**config.mk**
```make
export PLATFORM = sky130hd
export DESIGN_NAME = mcw_card_supervisor
export DESIGN_NICKNAME = d
export VERILOG_FILES = /design/src/hdl/mcw_pkg.sv /design/src/hdl/mcw_blink_gen.sv /design/src/hdl/mcw_wd_timer.sv /design/src/hdl/mcw_card_supervisor.sv
export VERILOG_INCLUDE_DIRS = /design/src /design/src/hdl
export SDC_FILE = /design/constraint.sdc
export NUM_CORES = 1
export LEC_CHECK = 0
export ABC_AREA = 1
export BUFFER_PORTS_ARGS = -buffer_cell sky130_fd_sc_hd__buf_2
export CORE_MARGIN = 2
export CORE_UTILIZATION = 59
export DETAILED_ROUTE_END_ITERATION = 10
export GPL_TIMING_DRIVEN = 1
export PLACE_DENSITY = 0.81
export SLEW_MARGIN = 20
export SYNTH_ARGS = -nofsm -noshare
export SYNTH_HDL_FRONTEND = slang
export SYNTH_HIERARCHICAL = 1
export SYNTH_SLANG_ARGS = --single-unit
```
**constraint.sdc**
```tcl
create_clock -name clock_i -period 2.1 [get_ports clock_i]
set_input_delay 0.21 -clock clock_i [delete_from_list [all_inputs] [get_ports clock_i]]
set_output_delay 0.21 -clock clock_i [all_outputs]
set_load 0.1 [all_outputs]
```
**src/hdl/mcw_regs.svh**
```systemverilog
`ifndef MCW_REGS_SVH
`define MCW_REGS_SVH

// clock rate and blink timing
`define MCW_CLK_HZ          200000000
`define MCW_BLINK_HZ        4
// half period of the blink square wave, in clock cycles
`define MCW_BLINK_HALF_CYC  (`MCW_CLK_HZ / (2 * `MCW_BLINK_HZ))
// watchdog timeout width and its reset value
`define MCW_TMO_W           32
`define MCW_TMO_RST         32'h0098_9680
// number of drive power-enable outputs (six axes plus the CAN connector)
`define MCW_PWR_N           7

`endif

```
**src/hdl/mcw_pkg.sv**
```systemverilog
`default_nettype none
package mcw_pkg;

   // watchdog supervisor states
   typedef enum logic [1:0] {
      MCW_WD_OFF,
      MCW_WD_RUN,
      MCW_WD_EXPIRED
   } mcw_wd_state_type;

   // expander bus led states
   typedef enum logic [1:0] {
      MCW_XB_IDLE,
      MCW_XB_INIT,
      MCW_XB_UP,
      MCW_XB_DROPPED
   } mcw_xb_state_type;

endpackage
`default_nettype wire

```
**src/hdl/mcw_blink_gen.sv**
```systemverilog
`timescale 1ns/1ps
`default_nettype none
`include "mcw_regs.svh"

// free-running square wave shared by every blinking led
module mcw_blink_gen #(
   parameter int unsigned HALF_CYC = `MCW_BLINK_HALF_CYC
) (
   input  wire logic clock_i,
   input  wire logic sys_rst_i,
   output logic      blink_o
);

   logic [31:0] cnt_reg;   // cycles into the current half period

   // count half periods and toggle the wave at each end
   always_ff @(posedge clock_i) begin
      if (sys_rst_i) begin
         cnt_reg <= 32'h0000_0000;
         blink_o <= 1'b0;
      end else if (cnt_reg >= 32'(HALF_CYC - 1)) begin
         cnt_reg <= 32'h0000_0000;
         blink_o <= ~blink_o;
      end else begin
         cnt_reg <= cnt_reg + 32'h0000_0001;
      end
   end

endmodule
`default_nettype wire

```
**src/hdl/mcw_wd_timer.sv**
```systemverilog
`timescale 1ns/1ps
`default_nettype none
`include "mcw_regs.svh"

// host-serviced watchdog: counts clocks between service reads
module mcw_wd_timer #(
   parameter int unsigned TMO_W = `MCW_TMO_W
) (
   input  wire logic             clock_i,
   input  wire logic             sys_rst_i,
   input  wire logic             wd_enable_i,    // host enable setting
   input  wire logic             enable_wr_i,    // pulse: host rewrote the enable
   input  wire logic             service_i,      // pulse: host service read
   input  wire logic [TMO_W-1:0] timeout_i,      // interval in clock cycles
   output logic                  expired_o
);

   mcw_pkg::mcw_wd_state_type state_reg;
   mcw_pkg::mcw_wd_state_type state_next;
   logic [TMO_W-1:0]          cnt_reg;          // cycles since last service

   // next state of the supervisor
   always_comb begin
      state_next = state_reg;
      case (state_reg)
         mcw_pkg::MCW_WD_OFF: begin
            if (wd_enable_i) begin
               state_next = mcw_pkg::MCW_WD_RUN;
            end
         end
         mcw_pkg::MCW_WD_RUN: begin
            if (!wd_enable_i) begin
               state_next = mcw_pkg::MCW_WD_OFF;
            end else if (!service_i && cnt_reg >= timeout_i) begin
               state_next = mcw_pkg::MCW_WD_EXPIRED;
            end
         end
         mcw_pkg::MCW_WD_EXPIRED: begin
            // only a rewrite of the enable releases the latch
            if (enable_wr_i) begin
               state_next = wd_enable_i ? mcw_pkg::MCW_WD_RUN : mcw_pkg::MCW_WD_OFF;
            end
         end
         default: begin
            state_next = mcw_pkg::MCW_WD_OFF;
         end
      endcase
   end

   // state register
   always_ff @(posedge clock_i) begin
      if (sys_rst_i) begin
         state_reg <= mcw_pkg::MCW_WD_OFF;
      end else begin
         state_reg <= state_next;
      end
   end

   // interval counter, restarted by every service read
   always_ff @(posedge clock_i) begin
      if (sys_rst_i) begin
         cnt_reg <= '0;
      end else if (service_i || state_next != mcw_pkg::MCW_WD_RUN || state_reg != mcw_pkg::MCW_WD_RUN) begin
         cnt_reg <= '0;
      end else if (cnt_reg != '1) begin
         cnt_reg <= cnt_reg + TMO_W'(1);   // saturates so a stalled host cannot wrap back under
      end
   end

   // registered expiry flag
   always_ff @(posedge clock_i) begin
      if (sys_rst_i) begin
         expired_o <= 1'b0;
      end else begin
         expired_o <= (state_next == mcw_pkg::MCW_WD_EXPIRED);
      end
   end

endmodule
`default_nettype wire

```
**src/hdl/mcw_card_supervisor.sv**
```systemverilog
`timescale 1ns/1ps
`default_nettype none
`include "mcw_regs.svh"

// Contract
// - host service read restarts watchdog count
// - enable cleared means watchdog never expires
// - expire when no service within timeout
// - expired status flag is readable
// - expiry forces power enables low immediately
// - red led on expired, blink bus error
// - white led blinks while software runs
// - green led on after successful boot
// - can led blinks traffic, on when full
// - expander led blinks during module initialization
// - expander led on while all modules communicate
// - expander led off after module dropout
// - power on needs request, no expiry, no fault
module mcw_card_supervisor #(
   parameter int unsigned TMO_W     = `MCW_TMO_W,
   parameter int unsigned PWR_N     = `MCW_PWR_N,
   parameter int unsigned BLINK_CYC = `MCW_BLINK_HALF_CYC
) (
   input  wire logic             clock_i,
   input  wire logic             sys_rst_i,
   // host side controls
   input  wire logic             wd_enable_i,      // watchdog enable setting
   input  wire logic             wd_enable_wr_i,   // pulse when enable is written
   input  wire logic [TMO_W-1:0] wd_timeout_i,     // timeout in clock cycles
   input  wire logic             wd_service_i,     // pulse on host service read
   input  wire logic             power_req_i,      // host power-enable request
   input  wire logic             power_fault_i,    // external power fault, high = fault
   // card conditions for the leds
   input  wire logic             sw_running_i,     // host control software running
   input  wire logic             boot_done_i,      // card boot completed
   input  wire logic             bus_error_i,      // host bus communication error
   input  wire logic             can_traffic_i,    // can frame traffic seen
   input  wire logic             can_full_i,       // any can buffer full
   input  wire logic             xb_init_i,        // expander modules initializing
   input  wire logic             xb_all_ok_i,      // all initialized modules talk
   input  wire logic             xb_dropped_i,     // an initialized module dropped
   // outputs
   output logic                  wd_expired_o,     // watchdog expired status
   output logic [PWR_N-1:0]      power_en_o,       // drive power enables
   output logic                  led_fault_o,      // red
   output logic                  led_active_o,     // white
   output logic                  led_boot_o,       // green
   output logic                  led_can_o,        // orange, can
   output logic                  led_xbus_o        // orange, expander bus
);

   logic                      expired;      // watchdog expiry, registered in the timer
   logic                      blink;        // shared blink wave
   mcw_pkg::mcw_xb_state_type xb_reg;       // expander bus led state
   mcw_pkg::mcw_xb_state_type xb_next;

   // watchdog timer
   mcw_wd_timer #(
      .TMO_W       (TMO_W)
   ) u_wd (
      .clock_i     (clock_i),
      .sys_rst_i   (sys_rst_i),
      .wd_enable_i (wd_enable_i),
      .enable_wr_i (wd_enable_wr_i),
      .service_i   (wd_service_i),
      .timeout_i   (wd_timeout_i),
      .expired_o   (expired)
   );

   // one blink source keeps all leds in step
   mcw_blink_gen #(
      .HALF_CYC  (BLINK_CYC)
   ) u_blink (
      .clock_i   (clock_i),
      .sys_rst_i (sys_rst_i),
      .blink_o   (blink)
   );

   // status flag mirrors the timer's latched expiry
   always_ff @(posedge clock_i) begin
      if (sys_rst_i) begin
         wd_expired_o <= 1'b0;
      end else begin
         wd_expired_o <= expired;
      end
   end

   // power enables; expiry acts here with no host involvement
   always_ff @(posedge clock_i) begin
      if (sys_rst_i) begin
         power_en_o <= '0;
      end else if (power_req_i && !expired && !power_fault_i) begin
         power_en_o <= '1;
      end else begin
         power_en_o <= '0;
      end
   end

   // red led: expiry outranks bus errors
   always_ff @(posedge clock_i) begin
      if (sys_rst_i) begin
         led_fault_o <= 1'b0;
      end else if (expired) begin
         led_fault_o <= 1'b1;
      end else if (bus_error_i) begin
         led_fault_o <= blink;
      end else begin
         led_fault_o <= 1'b0;
      end
   end

   // white and green leds
   always_ff @(posedge clock_i) begin
      if (sys_rst_i) begin
         led_active_o <= 1'b0;
         led_boot_o   <= 1'b0;
      end else begin
         led_active_o <= sw_running_i & blink;
         led_boot_o   <= boot_done_i;
      end
   end

   // can led: a full buffer outranks traffic blinking
   always_ff @(posedge clock_i) begin
      if (sys_rst_i) begin
         led_can_o <= 1'b0;
      end else if (can_full_i) begin
         led_can_o <= 1'b1;
      end else if (can_traffic_i) begin
         led_can_o <= blink;
      end else begin
         led_can_o <= 1'b0;
      end
   end

   // expander bus state; a dropout sticks until a new initialization
   always_comb begin
      xb_next = xb_reg;
      case (xb_reg)
         mcw_pkg::MCW_XB_IDLE: begin
            if (xb_init_i) begin
               xb_next = mcw_pkg::MCW_XB_INIT;
            end
         end
         mcw_pkg::MCW_XB_INIT: begin
            if (xb_dropped_i) begin
               xb_next = mcw_pkg::MCW_XB_DROPPED;
            end else if (!xb_init_i && xb_all_ok_i) begin
               xb_next = mcw_pkg::MCW_XB_UP;
            end
         end
         mcw_pkg::MCW_XB_UP: begin
            if (xb_dropped_i || !xb_all_ok_i) begin
               xb_next = mcw_pkg::MCW_XB_DROPPED;
            end else if (xb_init_i) begin
               xb_next = mcw_pkg::MCW_XB_INIT;
            end
         end
         mcw_pkg::MCW_XB_DROPPED: begin
            // limitation: only a fresh initialization clears a dropout
            if (xb_init_i && !xb_dropped_i) begin
               xb_next = mcw_pkg::MCW_XB_INIT;
            end
         end
         default: begin
            xb_next = mcw_pkg::MCW_XB_IDLE;
         end
      endcase
   end

   // expander state register
   always_ff @(posedge clock_i) begin
      if (sys_rst_i) begin
         xb_reg <= mcw_pkg::MCW_XB_IDLE;
      end else begin
         xb_reg <= xb_next;
      end
   end

   // expander led from state
   always_ff @(posedge clock_i) begin
      if (sys_rst_i) begin
         led_xbus_o <= 1'b0;
      end else begin
         case (xb_next)
            mcw_pkg::MCW_XB_INIT: begin
               led_xbus_o <= blink;
            end
            mcw_pkg::MCW_XB_UP: begin
               led_xbus_o <= 1'b1;
            end
            mcw_pkg::MCW_XB_DROPPED: begin
               led_xbus_o <= 1'b0;
            end
            default: begin
               led_xbus_o <= 1'b0;
            end
         endcase
      end
   end

endmodule
`default_nettype wire

```
==> results.md <==
* Status: completed
* Hold depth at 2
* Core Region at slightly below 8000 µm²
* Worst Reg-to-Reg Cells at 13
* Most common cell after layout, fill and taps aside: nand2_1
* DR top layer: met4
* Worst R2R Start: u_wd/cnt_reg[27]$_SDFFE_PP0P_
* Fmax at 491 MHz
* CP max stage cell: dfxtp_1
* Initial drt markers at between 200 and 250
* Crit Path Max Fanout at 8
* Register bit total from synthesis at 77
* Gate Count Post-Synth at between 600 and 700
* CTS tree: yes
* CTS H-tree depth at 3
* Crit path DAT at about 2.3 ns
* Reg clk slew, reported paths at approximately 0.090 ns
* Crit path cell chain: ha_1 > a21oi_1 > o21ai_0 > nand2_1 > nand3_1 > nor2_1 > nand2_2 > nand2_2 > nand2_2 > a21oi_2 > inv_2 > buf_6 > nor2_1
* Yosys Warn Count at 6
* DR WL/cell at 12.3 µm
* Final slew viol count at 0
* Port bufs at between 50 and 60
* Largest stage delay on the critical path at roughly 0.34 ns
* Share of layout cells above drive strength 1 at 24.0%
* Post-layout min period at 2.04 ns
* CP top delay family: simple AND/OR/NAND/NOR gates
* Antenna-violating nets left at 0
* Max Cap Violations at 0
* Gr ovfl total at 0
* Top_reg_cell synth: dfxtp_1
* Total Wirelength at 10.7 mm
* RR Endpoint: u_wd/cnt_reg[4]$_SDFFE_PP0P_
* Final hold violation count at 0
* DRC at 0
* Ranking of synthesized cells by area: dfxtp_1, nand2_1, nor2_1
* Leakage at roughly 2.7 nW
* CTS sink cnt at 77
* Gp weighted congestion at about 0.94
* Layout area overhead at 19.5%
* Final setup viols at 0
* Tcrit/Tclk final at between 90% and 100%
* # fillers at between 600 and 700
* Pin count of the biggest net entering global routing at 24
* Met3 wire length at 567 µm
* Vias in the first global route at between 4000 and 5000
* # diodes at 0
* Commonest cells after routing, fill and taps aside: nand2_1, nor2_1, inv_1, dfxtp_1, buf_2
* Metal2 WL at around 5.2 mm
* R2r setup slk at 0.06 ns
* RSZ-0062 raised after global routing: true
* Cell Pwr Density at slightly below 500 nW/µm²
* Peak supply drop at 0.326 mV
* Cell Area, Synth at roughly 4800 µm²
* Die Width at roughly 94 µm
* Worst Hold Path EP: power_en_o[5]$_SDFF_PP0_
* Initial antenna violation count at 0
* Via density at 5.05
* Row count at 32
* IO Count at 60
* Cells after DPL at approximately 850
* Asr flop ratio synth at 0%
* Netlist cell types at 37
* Critical Setup Path Class: reg2reg
* First-pass DRT Iterations at 4
* Clock skew at approximately 0.013 ns
* Syn Area/Cell at 7.05 µm²
* CP Buf/Inv Count at 2
* Maximum clock path buffer count at 2
* Die Y at around 94 µm
* Nets at roughly 850
* Post-synth EDFFs at 0
* Hpwl dp at 7.96 mm
* Power, Total at about 0.0028 W
* CTS Buf Count at 9
* Fin Setup TNS at 0 ns
* Crit. End Element: register
* Met1 wire length at about 4.7 mm
* First-pass GRT wire length at 17.1 mm
* Final Non-Filler Cells at 870
* CP Data Required Time at roughly 2.4 ns
* Worst min path class: in2reg
* Hold Crit Start: power_fault_i
* Die area at around 8800 µm²
* Most used cell, CP: nand2_2
* Initial core utilization at a little over 60%
* Synth area leader: dfxtp_1
* Latest clock arrival within the worst-skew pair at roughly 0.34 ns
* Synth top area share at roughly a third
* CTS root buffer: clkbuf_8
* Via Count at roughly 4400
* Gr usage total at between 20% and 30%
* Critical path launch point type: register
* Register area share after synthesis at 32.4%
[per-layer routing]
| metal | GRT usage [%] | vias up |
|---|---|---|
| met1 | 29.8 | 1992 |
| met4 | 7.37 | 0 |
| li1 | - | 2249 |
| met5 | 0 | - |
| met3 | 3.37 | 21 |
| met2 | 41.5 | 135 |
[synthesized netlist by cell type (5+ instances only)]
cell type	n
nand4_1	18
nand3_1	11
a21oi_1	24
o21ai_0	5
dfxtp_1	77
nand2_1	145
nor3_1	17
xor2_1	28
nor2_4	9
nand3_2	5
nor2_2	8
nand2_2	6
ha_1	36
buf_4	6
nor2_1	132
inv_1	106
xnor2_1	11
[logic make-up (layout without fill, tap and decap cells)]
| kind of cell | after synthesis | after routing | share of synthesized area (%) |
|---|---|---|---|
| xor+xnor | 39 | 39 | 7.19 |
| other cells | 1 | 7 | 0.0789 |
| buf+inv | 120 | 208 | 10.5 |
| flops | 77 | 77 | 32.4 |
| fa+ha+maj | 36 | 36 | 9.48 |
| simple gates | 368 | 368 | 36.6 |
| compound gates | 33 | 33 | 3.69 |
[where the power goes]
group	switching [W]	internal, W
clock	0.000535	0.000501
sequential	0.0000108	0.00148
combinational	0.000178	0.0000868
[worst register-to-register path: stages, from the launching register on]
cell and delay, ns:
dfxtp_1 0.34, ha_1 0.29, a21oi_1 0.16, o21ai_0 0.11, nand2_1 0.08, nand3_1 0.10
nor2_1 0.17, nand2_2 0.08, nand2_2 0.06, nand2_2 0.05, a21oi_2 0.16, inv_2 0.11
buf_6 0.16, nor2_1 0.09
[worst max-delay path by stage]
stage	from	to	slack, ns	depth (start not counted)
finish	u_wd/cnt_reg[27]$_SDFFE_PP0P_	u_wd/cnt_reg[4]$_SDFFE_PP0P_	0.06	13
global route	u_wd/cnt_reg[14]$_SDFFE_PP0P_	u_wd/cnt_reg[25]$_SDFFE_PP0P_	-0.04	15
CTS	u_wd/cnt_reg[9]$_SDFFE_PP0P_	u_wd/cnt_reg[1]$_SDFFE_PP0P_	0.03	17
detailed placement	u_wd/cnt_reg[9]$_SDFFE_PP0P_	u_wd/cnt_reg[9]$_SDFFE_PP0P_	0.06	17
global placement	u_wd/cnt_reg[14]$_SDFFE_PP0P_	u_wd/cnt_reg[15]$_SDFFE_PP0P_	0.16	15
floorplan	u_wd/cnt_reg[10]$_SDFFE_PP0P_	u_wd/cnt_reg[0]$_SDFFE_PP0P_	0.31	17
[cell type report]
| type | instances | area [µm²] | share of cell area (%) |
|---|---|---|---|
| Sequential cell | 77 | 1560 | 27.4 |
| Timing Repair Buffer | 85 | 509 | 8.96 |
| Clock inverter | 4 | 31.3 | 0.551 |
| Tap cell | 102 | 128 | 2.25 |
| Multi-Input combinational cell | 483 | 2900 | 51.0 |
| Inverter | 107 | 402 | 7.07 |
| Clock buffer | 12 | 155 | 2.73 |
[metrics by stage]
| step | cell area [µm²] | setup slack [ns] | hold slack (ns) | utilization, % |
|---|---|---|---|---|
| 6_report | 5680 | 0.0647 | 0.0345 | 73.1 |
| 2_1_floorplan | 4780 | 0.309 | 0.279 | - |
| 4_1_cts | 5440 | 0.0258 | 0.0276 | 70.1 |
| 5_1_grt | 5680 | -0.0447 | 0.0320 | 73.1 |
| 3_5_place_dp | 5260 | 0.0628 | 0.389 | 67.7 |
| 3_3_place_gp | 5260 | 0.158 | 0.378 | 67.7 |
[what timing repair did]
| action | 4_1_cts | 5_1_grt |
|---|---|---|
| hold buffers | 0 | 0 |
| endpoints found under the setup margin | 0 | 32 |
| resized for setup | 0 | 55 |
| setup buffers | 0 | 3 |
No activity file was read; power rests on OpenSTA's default activity.
